<file path="src/dbgcp_pkg.sv">
package dbgcp_pkg;
  // command opcodes
  localparam logic [7:0] CMD_RD_STAT = 8'h02;
  localparam logic [7:0] CMD_WR_CTL = 8'h04;
  localparam logic [7:0] CMD_RD_CTL = 8'h05;
  localparam logic [7:0] CMD_WR_REG = 8'h08;
  localparam logic [7:0] CMD_RD_REG = 8'h09;
  localparam logic [7:0] CMD_WR_PMEM = 8'h0A;
  localparam logic [7:0] CMD_RD_PMEM = 8'h0B;
  localparam logic [7:0] CMD_WR_DMEM = 8'h0C;
  localparam logic [7:0] CMD_RD_DMEM = 8'h0D;
  localparam logic [7:0] CMD_RD_CRC = 8'h0E;
  localparam logic [7:0] CMD_STEP = 8'h10;
  localparam logic [7:0] CMD_STUFF = 8'h11;
  localparam logic [7:0] CMD_EXEC = 8'h12;
  // control and status bit positions
  localparam int CTL_HALT_BIT = 7;
  localparam int CTL_BRK_BIT = 6;
  localparam int CTL_ACK_BIT = 5;
  localparam int CTL_RST_BIT = 0;
  localparam int STAT_DBG_BIT = 7;
  localparam int STAT_CPUHALT_BIT = 6;
  localparam int STAT_PROT_BIT = 5;
  localparam logic [7:0] CTL_RESET = 8'h00;
  localparam logic [7:0] CTL_WMASK = 8'hE1;
  localparam logic [7:0] BLOCKED_BYTE = 8'hFF;
  localparam logic [7:0] ACK_BYTE = 8'hFF;
  localparam logic [15:0] CRC_INIT = 16'hFFFF;
  localparam logic [15:0] CRC_POLY = 16'h1021;
  localparam logic [15:0] CRC_BLOCKED = 16'hFFFF;
  // memory access request to the core
  typedef struct packed {
    logic valid;
    logic write;
    logic [1:0] space;
    logic [15:0] addr;
    logic [7:0] wdata;
  } dbgcp_mem_req_t;
  localparam logic [1:0] SPACE_REG = 2'h0;
  localparam logic [1:0] SPACE_PMEM = 2'h1;
  localparam logic [1:0] SPACE_DMEM = 2'h2;
  // byte stream beat
  typedef struct packed {
    logic valid;
    logic [7:0] data;
  } dbgcp_byte_t;
endpackage

</file>
<file path="src/dbgcp_top.sv">
`timescale 1ns/100ps
// Functional notes
// - register transfers: opcode, {0,addr[11:8]}, addr[7:0], size byte
// - register transfers move 1 to 256 bytes; size zero means 256
// - register read returns FFh when not halted or protected
// - memory commands: 16-bit address and size high first; zero means 65536
// - program write discarded unless unlocked, halted and unprotected
// - program read returns FFh when not halted or protected
// - data write stores bytes in order; discarded if not halted or protected
// - data read returns FFh only when not halted; protection ignored
// - crc over program memory high byte first; FFFFh when not halted
// - crc result follows after reading every program byte, one per memory acknowledge
// - step runs one instruction; ignored when not halted or protected
// - stuff runs host opcode plus memory bytes; ignored likewise
// - execute takes whole instruction; blocked case discards one byte
// - 81h resets and stops, 41h resets and runs, 40h resumes
// - control bit 7 halts instruction fetch; clearing restarts processor
// - bit 6 makes break opcode set halt; otherwise it is a no-op
// - under protection writing 0 to halt bit has no effect
// - bit 5 sends FFh to host on each breakpoint halt
// - bit 0 runs device reset sparing debug unit; clears at reset end
// - status: bit 7 halt, bit 6 processor halt, bit 5 protection inactive
// - reserved control 4:1 and status 4:0 read zero
// - register write discarded when not halted; protected allows flash regs only
module dbgcp_top import dbgcp_pkg::*; #(
  parameter int PMEM_BYTES = 65536,
  parameter logic [11:0] FLASH_REG_LO = 12'hFF8,
  parameter logic [11:0] FLASH_REG_HI = 12'hFF9
) (
  input wire logic core_clk_in,
  input wire logic reset_n_in,
  input wire logic rx_valid_in,
  input wire logic [7:0] rx_data_in,
  output logic rx_ready_out,
  output logic tx_valid_out,
  output logic [7:0] tx_data_out,
  input wire logic tx_ready_in,
  output dbgcp_mem_req_t mem_req_out,
  input wire logic mem_ack_in,
  input wire logic [7:0] mem_rdata_in,
  input wire logic flash_unlocked_in,
  input wire logic read_protect_option_in,
  input wire logic cpu_halt_mode_in,
  input wire logic break_decoded_in,
  input wire logic sys_reset_done_in,
  output logic debug_halt_flag_out,
  output logic sys_reset_req_out,
  output logic step_req_out,
  output logic stuff_req_out,
  output logic exec_req_out,
  output logic [7:0] inst_byte_out,
  output logic [2:0] inst_len_out,
  input wire logic inst_done_in
);
  typedef enum logic [11:0] {
    ST_IDLE = 12'h001, ST_ARG = 12'h002, ST_WDATA = 12'h004, ST_MEMRD = 12'h008,
    ST_SEND = 12'h010, ST_CRC = 12'h020, ST_INST = 12'h040, ST_RUN = 12'h080,
    ST_IBYTE = 12'h100, ST_MEMWR = 12'h200, ST_CTL = 12'h400, ST_SKIP = 12'h800
  } dbgcp_state_t;

  dbgcp_state_t state_q, state_d;
  logic [7:0] cmd_q, cmd_d, ctl_q, ctl_d, tx_q, tx_d;
  logic [2:0] argn_q, argn_d, ilen_q, ilen_d, icnt_q, icnt_d;
  logic [15:0] addr_q, addr_d, cnt_q, cnt_d, crc_res_q, crc_res_d;
  logic [16:0] left_q, left_d;
  logic sendhi_q, sendhi_d, ack_pend_q, ack_pend_d, txv_q, txv_d;
  logic halt_prev_q;
  logic crc_clr, crc_step;
  logic [15:0] crc_val;
  logic [2:0] dec_len;
  logic halted, prot, rx_take, blocked, is_reg;
  dbgcp_mem_req_t req_d;

  assign halted = ctl_q[CTL_HALT_BIT];
  assign prot = read_protect_option_in;
  assign rx_take = rx_valid_in & rx_ready_out;
  assign is_reg = (cmd_q == CMD_WR_REG) | (cmd_q == CMD_RD_REG);

  // block check per command
  function automatic logic cmd_blocked(input logic [7:0] c, input logic h, input logic p,
                                       input logic unl);
    case (c)
      CMD_RD_DMEM, CMD_RD_CRC, CMD_WR_REG: cmd_blocked = !h;
      CMD_WR_PMEM: cmd_blocked = !h | p | !unl;
      default: cmd_blocked = !h | p;
    endcase
  endfunction

  dbgcp_crc16 i_dbgcp_crc16 (
    .core_clk_in(core_clk_in), .reset_n_in(reset_n_in), .clear_in(crc_clr),
    .step_in(crc_step), .byte_in(mem_rdata_in), .crc_out(crc_val)
  );
  dbgcp_instlen i_dbgcp_instlen (.opcode_in(rx_data_in), .len_out(dec_len));

  assign blocked = cmd_blocked(cmd_q, halted, prot, flash_unlocked_in);
  // a new command waits until the last reply and any break ack are handed over
  assign rx_ready_out = ((state_q == ST_IDLE) & !txv_q & !ack_pend_q) |
                        (state_q == ST_ARG) | (state_q == ST_WDATA) |
                        (state_q == ST_CTL) | (state_q == ST_IBYTE);
  assign crc_clr = (state_q == ST_IDLE);
  assign crc_step = (state_q == ST_CRC) & mem_ack_in;

  // command sequencer
  always_comb begin
    state_d = state_q;
    cmd_d = cmd_q;
    ctl_d = ctl_q;
    tx_d = tx_q;
    txv_d = txv_q;
    argn_d = argn_q;
    addr_d = addr_q;
    cnt_d = cnt_q;
    left_d = left_q;
    sendhi_d = sendhi_q;
    crc_res_d = crc_res_q;
    ilen_d = ilen_q;
    icnt_d = icnt_q;
    ack_pend_d = ack_pend_q;
    req_d = '0;
    if (txv_q && tx_ready_in) begin
      txv_d = 1'b0;
    end
    // breakpoint: set halt when enabled, else treated as no-op
    if (break_decoded_in && ctl_q[CTL_BRK_BIT] && !halted) begin
      ctl_d[CTL_HALT_BIT] = 1'b1;
      ack_pend_d = ack_pend_q | ctl_q[CTL_ACK_BIT];
    end
    // self reset bit clears when the system reset completes
    if (sys_reset_done_in) begin
      ctl_d[CTL_RST_BIT] = 1'b0;
    end
    case (state_q)
      ST_IDLE: begin
        if (ack_pend_q && !txv_q) begin
          tx_d = ACK_BYTE;
          txv_d = 1'b1;
          ack_pend_d = 1'b0;
        end else if (rx_take) begin
          cmd_d = rx_data_in;
          argn_d = 3'h0;
          addr_d = '0;
          cnt_d = '0;
          case (rx_data_in)
            CMD_WR_REG, CMD_RD_REG, CMD_WR_PMEM, CMD_RD_PMEM, CMD_WR_DMEM,
            CMD_RD_DMEM: state_d = ST_ARG;
            CMD_WR_CTL, CMD_STUFF, CMD_EXEC: state_d = ST_CTL;
            CMD_RD_CTL, CMD_RD_STAT: begin
              tx_d = (rx_data_in == CMD_RD_CTL) ? (ctl_q & CTL_WMASK) :
                     {halted, cpu_halt_mode_in, !prot, 5'h00};
              sendhi_d = 1'b0;
              state_d = ST_SEND;
            end
            CMD_RD_CRC: begin
              addr_d = '0;
              left_d = 17'(PMEM_BYTES);
              state_d = ST_CRC;
            end
            CMD_STEP: state_d = ST_RUN;
            default: state_d = ST_IDLE;
          endcase
        end
      end
      ST_CTL: begin
        if (rx_take) begin
          if (cmd_q == CMD_WR_CTL) begin
            ctl_d = (rx_data_in & CTL_WMASK) | (ctl_q & ~CTL_WMASK);
            // protection keeps halt; a break in the same cycle wins over a clear
            if ((prot && halted) || (break_decoded_in && ctl_q[CTL_BRK_BIT])) begin
              ctl_d[CTL_HALT_BIT] = 1'b1;
            end
            state_d = ST_IDLE;
          end else if (blocked) begin
            state_d = ST_IDLE;
          end else begin
            ilen_d = (cmd_q == CMD_EXEC) ? dec_len : 3'h1;
            icnt_d = 3'h1;
            tx_d = rx_data_in;
            state_d = (cmd_q == CMD_EXEC && dec_len != 3'h1) ? ST_IBYTE : ST_RUN;
          end
        end
      end
      ST_IBYTE: begin
        if (rx_take) begin
          icnt_d = icnt_q + 3'h1;
          if (icnt_q + 3'h1 == ilen_q) begin
            state_d = ST_RUN;
          end
        end
      end
      ST_RUN: begin
        if (cmd_q == CMD_STEP && blocked) begin
          state_d = ST_IDLE;
        end else if (inst_done_in) begin
          state_d = ST_IDLE;
        end
      end
      ST_ARG: begin
        if (rx_take) begin
          argn_d = argn_q + 3'h1;
          if (argn_q < 3'h2) begin
            addr_d = {addr_q[7:0], rx_data_in};
          end else begin
            cnt_d = {cnt_q[7:0], rx_data_in};
          end
          if ((is_reg && argn_q == 3'h2) || argn_q == 3'h3) begin
            // zero size selects the largest transfer
            if (is_reg) begin
              left_d = (rx_data_in == 8'h00) ? 17'h00100 : {9'h000, rx_data_in};
            end else begin
              left_d = ({cnt_q[7:0], rx_data_in} == 16'h0000) ? 17'h10000 :
                       {1'b0, cnt_q[7:0], rx_data_in};
            end
            state_d = cmd_q[0] ? ST_MEMRD : ST_WDATA;
          end
        end
      end
      ST_WDATA: begin
        if (rx_take) begin
          tx_d = rx_data_in;
          // protected register writes pass only to flash control registers
          if (!blocked && !(cmd_q == CMD_WR_REG && prot && (addr_q[11:0] < FLASH_REG_LO ||
              addr_q[11:0] > FLASH_REG_HI))) begin
            state_d = ST_MEMWR;
          end else begin
            addr_d = addr_q + 16'h0001;
            left_d = left_q - 17'h00001;
            if (left_q == 17'h00001) begin
              state_d = ST_IDLE;
            end
          end
        end
      end
      ST_MEMWR: begin
        req_d = '{valid: 1'b1, write: 1'b1, space: cmd_q[2:1] == 2'h0 ? SPACE_REG :
                  (cmd_q[2] ? SPACE_DMEM : SPACE_PMEM), addr: addr_q, wdata: tx_q};
        if (mem_ack_in) begin
          req_d = '0;
          addr_d = addr_q + 16'h0001;
          left_d = left_q - 17'h00001;
          state_d = (left_q == 17'h00001) ? ST_IDLE : ST_WDATA;
        end
      end
      ST_MEMRD: begin
        if (!txv_q) begin
          if (blocked) begin
            tx_d = BLOCKED_BYTE;
            txv_d = 1'b1;
            state_d = ST_SKIP;
          end else begin
            req_d = '{valid: 1'b1, write: 1'b0, space: cmd_q[2:1] == 2'h0 ? SPACE_REG :
                      (cmd_q[2] ? SPACE_DMEM : SPACE_PMEM), addr: addr_q, wdata: 8'h00};
            if (mem_ack_in) begin
              req_d = '0;
              tx_d = mem_rdata_in;
              txv_d = 1'b1;
              state_d = ST_SKIP;
            end
          end
        end
      end
      ST_SKIP: begin
        // one read byte handed over; advance
        if (!txv_q || tx_ready_in) begin
          addr_d = addr_q + 16'h0001;
          left_d = left_q - 17'h00001;
          state_d = (left_q == 17'h00001) ? ST_IDLE : ST_MEMRD;
        end
      end
      ST_CRC: begin
        if (!halted) begin
          crc_res_d = CRC_BLOCKED;
          state_d = ST_SEND;
          sendhi_d = 1'b1;
        end else begin
          req_d = '{valid: 1'b1, write: 1'b0, space: SPACE_PMEM, addr: addr_q, wdata: 8'h00};
          if (mem_ack_in) begin
            req_d = '0;
            addr_d = addr_q + 16'h0001;
            left_d = left_q - 17'h00001;
            if (left_q == 17'h00001) begin
              crc_res_d = crc_byte_last(crc_val, mem_rdata_in);
              sendhi_d = 1'b1;
              state_d = ST_SEND;
            end
          end
        end
      end
      ST_SEND: begin
        if (!txv_q) begin
          txv_d = 1'b1;
          if (sendhi_q) begin
            tx_d = crc_res_q[15:8];
            sendhi_d = 1'b0;
            state_d = ST_SEND;
            crc_res_d = {crc_res_q[7:0], 8'h00};
            left_d = 17'h00000;
          end else begin
            if (cmd_q == CMD_RD_CRC) begin
              tx_d = crc_res_q[15:8];
            end
            state_d = ST_IDLE;
          end
        end
      end
      default: state_d = ST_IDLE;
    endcase
  end

  // fold the last byte of the crc sweep
  function automatic logic [15:0] crc_byte_last(input logic [15:0] c, input logic [7:0] b);
    logic [15:0] r;
    r = c ^ {b, 8'h00};
    for (int i = 0; i < 8; i++) begin
      r = r[15] ? ((r << 1) ^ CRC_POLY) : (r << 1);
    end
    return r;
  endfunction

  // sequencer registers
  always_ff @(posedge core_clk_in or negedge reset_n_in) begin
    if (!reset_n_in) begin
      state_q <= ST_IDLE;
      cmd_q <= 8'h00;
      ctl_q <= CTL_RESET;
      tx_q <= 8'h00;
      txv_q <= 1'b0;
      argn_q <= 3'h0;
      addr_q <= 16'h0000;
      cnt_q <= 16'h0000;
      left_q <= 17'h00000;
      sendhi_q <= 1'b0;
      crc_res_q <= 16'h0000;
      ilen_q <= 3'h0;
      icnt_q <= 3'h0;
      ack_pend_q <= 1'b0;
      halt_prev_q <= 1'b0;
    end else begin
      state_q <= state_d;
      cmd_q <= cmd_d;
      ctl_q <= ctl_d;
      tx_q <= tx_d;
      txv_q <= txv_d;
      argn_q <= argn_d;
      addr_q <= addr_d;
      cnt_q <= cnt_d;
      left_q <= left_d;
      sendhi_q <= sendhi_d;
      crc_res_q <= crc_res_d;
      ilen_q <= ilen_d;
      icnt_q <= icnt_d;
      ack_pend_q <= ack_pend_d;
      halt_prev_q <= halted;
    end
  end

  // outputs toward the core and link
  assign mem_req_out = req_d;
  assign tx_valid_out = txv_q;
  assign tx_data_out = tx_q;
  assign debug_halt_flag_out = halted;
  assign sys_reset_req_out = ctl_q[CTL_RST_BIT];
  assign step_req_out = (state_q == ST_RUN) & (cmd_q == CMD_STEP) & !blocked;
  assign stuff_req_out = (state_q == ST_RUN) & (cmd_q == CMD_STUFF);
  assign exec_req_out = (state_q == ST_RUN) & (cmd_q == CMD_EXEC);
  assign inst_byte_out = tx_q;
  assign inst_len_out = ilen_q;

  // protection keeps halt set
  chk_halt_sticky: assert property (@(posedge core_clk_in) disable iff (!reset_n_in)
    (prot && halt_prev_q) |-> halted) else $error("halt cleared under protection");
  // reserved control bits stay zero
  chk_ctl_rsvd: assert property (@(posedge core_clk_in) disable iff (!reset_n_in)
    ctl_q[4:1] == 4'h0) else $error("reserved control bits set");
  // blocked step never issues
  chk_step_block: assert property (@(posedge core_clk_in) disable iff (!reset_n_in)
    step_req_out |-> (halted && !prot)) else $error("step while blocked");
  // breakpoint with enable halts next cycle
  chk_brk_halt: assert property (@(posedge core_clk_in) disable iff (!reset_n_in)
    (break_decoded_in && ctl_q[6] && !halted) |=> halted) else $error("break missed");
  // reset bit falls after reset done
  chk_rst_clear: assert property (@(posedge core_clk_in) disable iff (!reset_n_in)
    (sys_reset_done_in && state_q != ST_CTL) |=> !ctl_q[0]) else $error("rst stuck");
  // blocked register read answers FFh
  chk_rd_ff: assert property (@(posedge core_clk_in) disable iff (!reset_n_in)
    (state_q == ST_MEMRD && cmd_q == CMD_RD_REG && !txv_q && blocked) |=>
    (txv_q && tx_q == 8'hFF)) else $error("blocked read not FFh");
  // no memory write when not halted
  chk_wr_halt: assert property (@(posedge core_clk_in) disable iff (!reset_n_in)
    (mem_req_out.valid && mem_req_out.write) |-> halted) else $error("write not halted");
  // tx data holds while waiting
  chk_tx_hold: assert property (@(posedge core_clk_in) disable iff (!reset_n_in)
    (tx_valid_out && !tx_ready_in) |=> (tx_valid_out && $stable(tx_data_out)))
    else $error("tx changed while stalled");
endmodule // dbgcp_top

</file>
<file path="src/dbgcp_crc16.sv">
`timescale 1ns/100ps
// byte-wise crc-ccitt engine
module dbgcp_crc16 import dbgcp_pkg::*; (
  input wire logic core_clk_in,
  input wire logic reset_n_in,
  input wire logic clear_in,
  input wire logic step_in,
  input wire logic [7:0] byte_in,
  output logic [15:0] crc_out
);
  logic [15:0] crc_q, crc_d;

  // one full byte folded per enable
  function automatic logic [15:0] crc_byte(input logic [15:0] c, input logic [7:0] b);
    logic [15:0] r;
    r = c ^ {b, 8'h00};
    for (int i = 0; i < 8; i++) begin
      r = r[15] ? ((r << 1) ^ CRC_POLY) : (r << 1);
    end
    return r;
  endfunction

  // next value
  always_comb begin
    crc_d = crc_q;
    if (clear_in) begin
      crc_d = CRC_INIT;
    end else if (step_in) begin
      crc_d = crc_byte(crc_q, byte_in);
    end
  end

  // register
  always_ff @(posedge core_clk_in or negedge reset_n_in) begin
    if (!reset_n_in) begin
      crc_q <= CRC_INIT;
    end else begin
      crc_q <= crc_d;
    end
  end

  assign crc_out = crc_q;
endmodule // dbgcp_crc16

</file>
<file path="src/dbgcp_instlen.sv">
`timescale 1ns/100ps
// instruction length from the first opcode byte
module dbgcp_instlen import dbgcp_pkg::*; (
  input wire logic [7:0] opcode_in,
  output logic [2:0] len_out
);
  // simple length map: low nibble decides, except 88h and 89h which are five bytes long
  always_comb begin
    case (opcode_in[3:0])
      4'hF: len_out = 3'h1;
      4'hC, 4'hD: len_out = (opcode_in[3:0] == 4'hD) ? 3'h3 : 3'h2;
      4'h8, 4'h9: len_out = (opcode_in[7:4] == 4'h8) ? 3'h5 : 3'h3;
      4'h2, 4'h3, 4'hA, 4'hB, 4'hE, 4'h0, 4'h1: len_out = 3'h2;
      4'h4, 4'h5, 4'h6, 4'h7: len_out = 3'h3;
      default: len_out = 3'h4;
    endcase
  end
endmodule // dbgcp_instlen

</file>
<file path="config.mk">
export PLATFORM = sky130hd
export DESIGN_NAME = dbgcp_top
export DESIGN_NICKNAME = d
export VERILOG_FILES = /design/src/dbgcp_pkg.sv /design/src/dbgcp_top.sv /design/src/dbgcp_crc16.sv /design/src/dbgcp_instlen.sv
export SDC_FILE = /design/constraint.sdc
export NUM_CORES = 1
export LEC_CHECK = 0
export BUFFER_PORTS_ARGS = -buffer_cell sky130_fd_sc_hd__buf_2
export CORE_MARGIN = 3
export CORE_UTILIZATION = 60
export CTS_CLUSTER_DIAMETER = 150
export DETAILED_ROUTE_END_ITERATION = 10
export GPL_TIMING_DRIVEN = 0
export PLACE_DENSITY_LB_ADDON = 0.2
export SLEW_MARGIN = 20
export SYNTH_ARGS = -nofsm -noshare
export SYNTH_HDL_FRONTEND = slang
export SYNTH_HIERARCHICAL = 1
export SYNTH_SLANG_ARGS = --single-unit
</file>
<file path="constraint.sdc">
create_clock -name core_clk_in -period 4.1 [get_ports core_clk_in]
set_clock_uncertainty 0.15 [all_clocks]
set_input_delay 0.82 -clock core_clk_in [delete_from_list [all_inputs] [get_ports core_clk_in]]
set_output_delay 0.82 -clock core_clk_in [all_outputs]
set_load 0.005 [all_outputs]
</file>
==> results of run 1 <==
==> state kept, by name (all words and copies together), names as in the netlist <==
signal and count:
sendhi_q 1, ctl_q 4, left_q 17, crc_res_q 16
ack_pend_q 1, tx_valid_out 1, state_q 11, icnt_q 3
inst_byte_out 8, cnt_q 8, i_dbgcp_crc16/crc_out 16, cmd_q 8
argn_q 3, addr_q 16, inst_len_out 3
==> path summary, 6_finish.rpt <==
kind                            slack, ns                                     to                 startpoint  depth (start not counted)
worst max register to register       0.57                  left_q[0]$_DFFE_PN0P_    state_q[11]$_DFFE_PN0P_                          8
worst max-delay path                 0.13                        mem_req_out[16]     state_q[9]$_DFFE_PN0P_                         10
min in group core_clk_in             0.33              crc_res_q[13]$_DFFE_PN0P_  crc_res_q[13]$_DFFE_PN0P_                          2
max in group asynchronous            2.89  i_dbgcp_crc16/crc_out[11]$_DFFE_PN1P_                 reset_n_in                          2
worst min-delay path                 0.15                  addr_q[7]$_DFFE_PN0P_                 reset_n_in                          1
worst min register to register       0.33              crc_res_q[13]$_DFFE_PN0P_  crc_res_q[13]$_DFFE_PN0P_                          2
==> metrics by stage <==
stage | utilization, % | area [um2] | hold slack, ns | cells
after global placement | 66.66 | 8481 | 0.3119 | 1138
after CTS | 71.84 | 9140 | 0.1674 | 1172
final | 72.14 | 9178 | 0.1499 | 1173
after detailed placement | 66.93 | 8514 | 0.3208 | 1139
after global routing | 72.14 | 9178 | 0.1747 | 1173
after floorplan | - | 7870 | 0.2938 | 887
==> cells by family (layout without fill, tap and decap cells) <==
logic type               Yosys count  count (layout)
flip-flops                       116             116
AND/OR/NAND/NOR                  331             331
AO/OA/AOI/OAI                    256             256
XOR/XNOR                          61              61
adder cells (fa/ha/maj)            9               9
multiplexers                      24              24
buffers and inverters             90             204
==> placed cells by master, fill, tap and decap left out, types with 9 or more instances in the layout <==
cell,netlist,routed
clkbuf_1,39,38
nand2_1,86,86
a21oi_1,40,40
dfrtp_1,99,99
nor2b_1,24,24
o31ai_1,25,25
and3_1,13,12
buf_4,12,17
dfstp_2,17,17
clkbuf_16,0,17
nand4_1,17,17
xor2_1,22,22
nor3_1,28,28
o21ai_0,76,76
mux2_2,19,19
a22o_1,27,27
a211o_1,9,9
buf_2,8,85
xnor2_1,27,27
nor2_1,57,57
ha_1,9,9
and2_1,30,30
o22ai_1,11,11
inv_1,26,26
nand3_1,24,24
nor4_1,9,9
==> final cells by class <==
class	instances	area share (%)
clock inverters	8	1.063
inverters	27	1.104
plain buffers	60	3.286
multi-input cells	681	49.79
well taps	172	2.345
flip-flops and latches	116	31.86
clock buffers	24	5.467
repair buffers	85	5.085
==> power groups by stage <==
stage                     sequential [mW]  combinational [mW]  clock [mW]
after floorplan                      1.44                1.40           0
after global placement               1.48                1.92           0
after detailed placement             1.48                1.94           0
after CTS                            1.47                1.97        1.51
after global routing                 1.53                2.18        1.57
final                                1.51                2.01        1.52
==> routing by layer <==
layer  global-route usage (%)  vias up  share of wire, %
met5                        0        -                 0
met4                    14.73        0               3.5
met3                    7.390       85               9.4
met2                    52.92      479                47
met1                    44.07     3659                40
li1                         -     3421                 -
==> timing repair <==
item / CTS / global route
setup endpoints to repair: 17 / 13
buffers inserted: 1 / 4
resized for setup: 5 / 3
hold buffers: 0 / 0
pin swaps: 1 / 3
==> synth_stat cells, drive strengths merged (3+ instances only) <==
master,number
a211o,9
dfstp,17
inv,26
or2,3
and3,13
a21oi,40
o21ai,85
nor3,29
nor2b,24
a211oi,4
buf,24
nor2,57
ha,9
xnor3,8
nand2b,8
nand3b,3
mux2i,3
dfrtp,99
nor3b,4
a22oi,7
or3,6
a31oi,6
xor2,23
xnor2,28
clkbuf,39
o22ai,11
o31ai,25
o32ai,5
nand4,18
nor4b,4
nor4,12
a22o,27
and2,30
nand2,87
nand3,25
o21a,3
a221oi,8
mux2,21
==> flow_metrics.py, run 1 <==
metrics = {
    "synth": {
        "synthArstFlopShare_pct": 100.0,
        "yosys_warnings": 6,
        "synth_area_leaders": "dfrtp_1 (31%), dfstp_2 (5.7%), o21ai_0 (4.8%), nand2_1 (4.1%), a22o_1 (3.0%)",
        "synth_ff_type": "dfrtp_1",
        "synth_top_family_by_area": "simple AND/OR/NAND/NOR gates",
        "yosysTopAreaCell": "dfrtp_1",
        "ys_seq_elements": 116,
        "avgSynthCellArea_um2": 8.873,
        "synth_edf_count": 0,
        "netlist_area_um2": 7870,
        "muxShareOfSynthArea_pct": 3.482,
        "syn_inst": 887,
        "synth_compound_area_share_pct": 21.67,
        "yosysUniqueCellTypes": 82,
        "syn_nets": 923,
        "synth-adder-area-share_pct": 1.431,
        "yosysSeqAreaShare_pct": 37.15,
        "netlist.area_leader.share_pct": 31.48,
        "yosys.area_share.simple_pct": 22.13,
        "synth_xor_area_share_pct": 8.951,
    },
    "power_and_ir_drop": {
        "switching_power_mw": 2.043,
        "p_per_area_nw_per_um2": 549.0,
        "p_int_mw": 2.995,
        "seqPwrFrac_pct": 30.0,
        "post-layout-total-power_mw": 5.038,
        "irDropWorstVdd_mv": 0.3667,
        "clkPwrFrac_pct": 30.1,
        "leakagePower_nw": 4.069,
        "switching_share_pct": 40.56,
        "pwr-share-comb_pct": 39.9,
    },
    "sta": {
        "slew_headroom_pct": 19.64,
        "slew_violations": 0,
        "fin_crit_ns": 3.972,
        "min_period_over_period_pct": 96.88,
        "worstMarginPinSlew_ns": 1.195,
        "finalHoldViolations": 0,
        "worst_slack_ns": 0.1280,
        "max_freq_mhz": 251.8,
        "finalSetupTns_ns": 0,
        "setup_violations": 0,
    },
    "setup_path": {
        "cp-end-kind": "output pin",
        "crit_path_max_incr_delay_ns": 0.46,
        "path_buf_inv": 3,
        "start_kind": "flip-flop",
        "critical_path_class": "reg -> out",
        "crit_path_max_fanout": 10,
        "cp.required_ns": 3.13,
        "cpMaxStageDelayCell": "or3b_2",
        "crit_chain": "buf_2, nor3_4, and2_1, and3_2, or3b_2, a21o_1, o21ai_4, buf_6, and2_1, buf_2",
        "crit_arrival_ns": 3.00,
        "crit_family": "simple AND/OR/NAND/NOR gates",
    },
    "layout": {
        "fin_nets": 1024,
        "fill_cells": 1002,
        "multiInputGateArea_um2": 4569,
        "diodes": 0,
        "final_layout_size_suffix_gt1_share_pct": 19.88,
        "seqCellArea_um2": 2924,
        "areaGrowthSynthToFinish_pct": 16.61,
    },
    "drt": {
        "num_vias": 7644,
        "dr.pass1.iters": 6,
        "postRouteAntennaNets": 0,
        "vias_per_cell": 6.517,
        "detail_route.wl_per_cell_um": 20.47,
        "wl_um": 24020,
        "drc_errors": 0,
        "drt_iter0_markers": 1203,
    },
    "global_route": {
        "antenna_found_initial": 0,
        "grt_pass1_wl_um": 38100,
        "grt.overflow.total": 0,
        "grt_max_degree": 76,
        "grt_pass1_vias": 7251,
        "grt_usage_pct": 33.36,
    },
    "floorplanning": {
        "start_util_pct": 61.86,
        "dieArea_um2": 14530,
        "die_w_um": 120.5,
        "rows": 41,
        "ios": 81,
        "core_um2": 12720,
        "die_h_um": 120.5,
    },
    "cts": {
        "cts_tree": "built",
        "clockBufferDepth": 2,
        "clk_pin_slew_ns": 0.06,
        "htree_levels": 4,
        "cts-root-buf": "clkbuf_16",
        "clock_latency_ns": 0.43,
        "cts_sinks": 116,
        "cts-buffers-inserted": 17,
    },
    "flow_run": {
        "maxCapViolations": 0,
    },
    "placed_design": {
        "dp_hpwl_um": 17010,
        "gp_congestion": 1.005,
        "port_buffers": 79,
        "pre_cts_slack_ns": 0.2177,
    },
    "min_path": {
        "min_path_type": "in -> async",
    },
    "status": {
        "status": "completed",
    },
}
No activity file was read; power rests on OpenSTA's default activity.
==> run 2: changes to the inputs <==
--- a/config.mk
+++ b/config.mk
@@ -7,7 +7,7 @@
 export LEC_CHECK = 0
 export BUFFER_PORTS_ARGS = -buffer_cell sky130_fd_sc_hd__buf_2
 export CORE_MARGIN = 3
-export CORE_UTILIZATION = 60
+export CORE_UTILIZATION = 65
 export CTS_CLUSTER_DIAMETER = 150
 export DETAILED_ROUTE_END_ITERATION = 10
 export GPL_TIMING_DRIVEN = 0
==> constraint.sdc (replaced) <==
create_clock -name core_clk_in -period 5.12 [get_ports core_clk_in]
set_clock_uncertainty 0.15 [all_clocks]
set_input_delay 1.024 -clock core_clk_in [delete_from_list [all_inputs] [get_ports core_clk_in]]
set_output_delay 1.024 -clock core_clk_in [all_outputs]
set_load 0.005 [all_outputs]
==> run 2 against run 1 <==
Non-clock buffer count is 2 lower. Largest power group unchanged. Register-to-register slack gained 1.0 ns. Final area decreased by 2.0%. First-iteration DRC count is 6.8% lower. Sequential power shrank 22%. Sequential share of layout area increased by 0.67 points. Clock power fell by 31%. Cell count decreased by 2.8%. Largest cell class unchanged. Wire length is 2.4% lower. Highest routed layer unchanged. Flip-flop and latch count unchanged. Worst hold slack improved by 0.18 ns.
==> flow_metrics.py, run 2 (same netlist as run 1, synthesis figures left out) <==
metrics = {
    "status": {
        "status": "completed",
    },
    "drt": {
        "drc_errors": 0,
        "drt_iter0_markers": 1121,
        "num_vias": 7644,
        "detail_route.wl_per_cell_um": 20.57,
        "postRouteAntennaNets": 0,
        "wl_um": 23450,
        "dr.pass1.iters": 6,
        "vias_per_cell": 6.705,
    },
    "sta": {
        "worstMarginPinSlew_ns": 1.153,
        "slew_headroom_pct": 22.47,
        "finalSetupTns_ns": 0,
        "finalHoldViolations": 0,
        "hold_ws_ns": 0.3288,
        "setup_violations": 0,
        "fin_crit_ns": 4.757,
        "max_freq_mhz": 210.2,
        "rsz0062_at_grt": "false",
        "slew_violations": 0,
        "min_period_over_period_pct": 92.91,
    },
    "cts": {
        "cts_sinks": 116,
        "cts_tree": "built",
        "clk_pin_slew_ns": 0.05,
        "holdBufCountCts": 0,
        "htree_levels": 4,
        "cts-buffers-inserted": 17,
        "cts_resized": 0,
        "post-cts-setup-buffers": 0,
        "cts-root-buf": "clkbuf_16",
        "clock_latency_ns": 0.43,
        "clockBufferDepth": 2,
    },
    "layout": {
        "diodes": 0,
        "largest_register_ff_count": 17,
        "areaGrowthSynthToFinish_pct": 14.23,
        "final_cell_mix": "dfrtp_1 (99), buf_2 (86), nand2_1 (86)",
        "final_common_cell": "dfrtp_1",
        "top_register": "left_q",
        "fill_cells": 839,
        "final_layout_size_suffix_gt1_share_pct": 18.66,
        "fin_area_um2": 8990,
        "final_cells": 1140,
        "fin_nets": 1022,
    },
    "floorplanning": {
        "die_w_um": 116.0,
        "core_um2": 11610,
        "dieArea_um2": 13460,
        "rows": 39,
        "die_h_um": 116.0,
        "ios": 81,
        "start_util_pct": 67.77,
    },
    "placed_design": {
        "postPlaceCellArea_um2": 8478,
        "dp_hpwl_um": 16710,
        "gp_congestion": 0.9831,
        "place_inst": 1110,
        "port_buffers": 79,
    },
    "setup_path": {
        "critical_path_class": "reg -> out",
        "cp.required_ns": 3.95,
        "crit_path_max_fanout": 10,
        "start_kind": "flip-flop",
        "crit_arrival_ns": 3.58,
        "cp-end-kind": "output pin",
    },
    "power_and_ir_drop": {
        "irDropWorstVdd_mv": 0.2621,
        "p_per_area_nw_per_um2": 427.5,
        "leakagePower_nw": 4.014,
    },
    "global_route": {
        "grt_usage_pct": 35.82,
        "grt_max_degree": 78,
        "antenna_found_initial": 0,
        "grt.overflow.total": 0,
        "grt_pass1_wl_um": 37280,
        "grt_pass1_vias": 7281,
    },
    "min_path": {
        "min_path_type": "reg -> reg",
    },
    "flow_run": {
        "maxCapViolations": 0,
    },
}
==> run 2: cell count changes in the layout (fill, tap and decap cells not counted), moves of 2 or more <==
cell	change
clkinv_2	+3
clkbuf_8	-2
clkinvlp_4	-3
clkbuf_1	+5
buf_4	-5
bufinv_16	-2
==> run 2: worst max-delay path: stages (launching register included) <==
cell and delay [ns]:
dfrtp_1 0.37, or3_1 0.41, clkbuf_1 0.20, a211oi_1 0.29
o221ai_2 0.23, or3b_2 0.56, a21o_1 0.22, o21ai_1 0.34
buf_2 0.28, and2_1 0.14, buf_2 0.10
==> run 2: cell type report <==
type	instances	area, um2	share of cell area, %
Multi-Input combinational cell	681	4538	50.48
Inverter	27	101.3	1.127
Clock inverter	6	30.03	0.3340
Tap cell	143	178.9	1.990
Clock buffer	24	481.7	5.358
Sequential cell	116	2924	32.53
Timing Repair Buffer	80	429.2	4.774
Buffer	63	306.5	3.410
==> run 2: metal layers <==
layer | GRT usage [%] | vias up | part of all wire [%]
li1 | - | 3431 | -
met1 | 48.04 | 3661 | 40
met2 | 55.66 | 455 | 46
met3 | 9.191 | 97 | 9.3
met4 | 14.77 | 0 | 4.0
met5 | 0 | - | 0
==> run 2: worst paths after layout <==
kind                                           start                                    end  slack (ns)  depth (start not counted)
max in group asynchronous                 reset_n_in  i_dbgcp_crc16/crc_out[10]$_DFFE_PN1P_        3.70                          2
hold / removal             crc_res_q[11]$_DFFE_PN0P_              crc_res_q[11]$_DFFE_PN0P_        0.33                          2
setup reg to reg              state_q[5]$_DFFE_PN0P_           inst_byte_out[5]$_DFFE_PN0P_        1.57                         10
setup / recovery                cmd_q[5]$_DFFE_PN0P_                        mem_req_out[22]        0.36                         10
min in group asynchronous                 reset_n_in                 addr_q[14]$_DFFE_PN0P_        0.35                          1
hold reg to reg            crc_res_q[11]$_DFFE_PN0P_              crc_res_q[11]$_DFFE_PN0P_        0.33                          2
==> run 2: metrics by stage <==
| step | power (mW) | utilization [%] | setup slack [ns] |
|---|---|---|---|
| finish | 3.843 | 77.41 | 0.3632 |
| global route | 4.042 | 77.41 | 0.2098 |
| CTS | 3.800 | 77.41 | 0.3616 |
| detailed placement | 2.743 | 73.00 | 0.7250 |
| global placement | 2.710 | 72.71 | 0.7858 |
| floorplan | 2.275 | - | 1.371 |
==> run 2: where the power goes <==
part	switching, mW	internal [mW]	total [mW]
Combinational	1.06	0.562	1.62
Sequential	0.124	1.05	1.18
Clock	0.407	0.643	1.05
Total	1.59	2.26	3.84
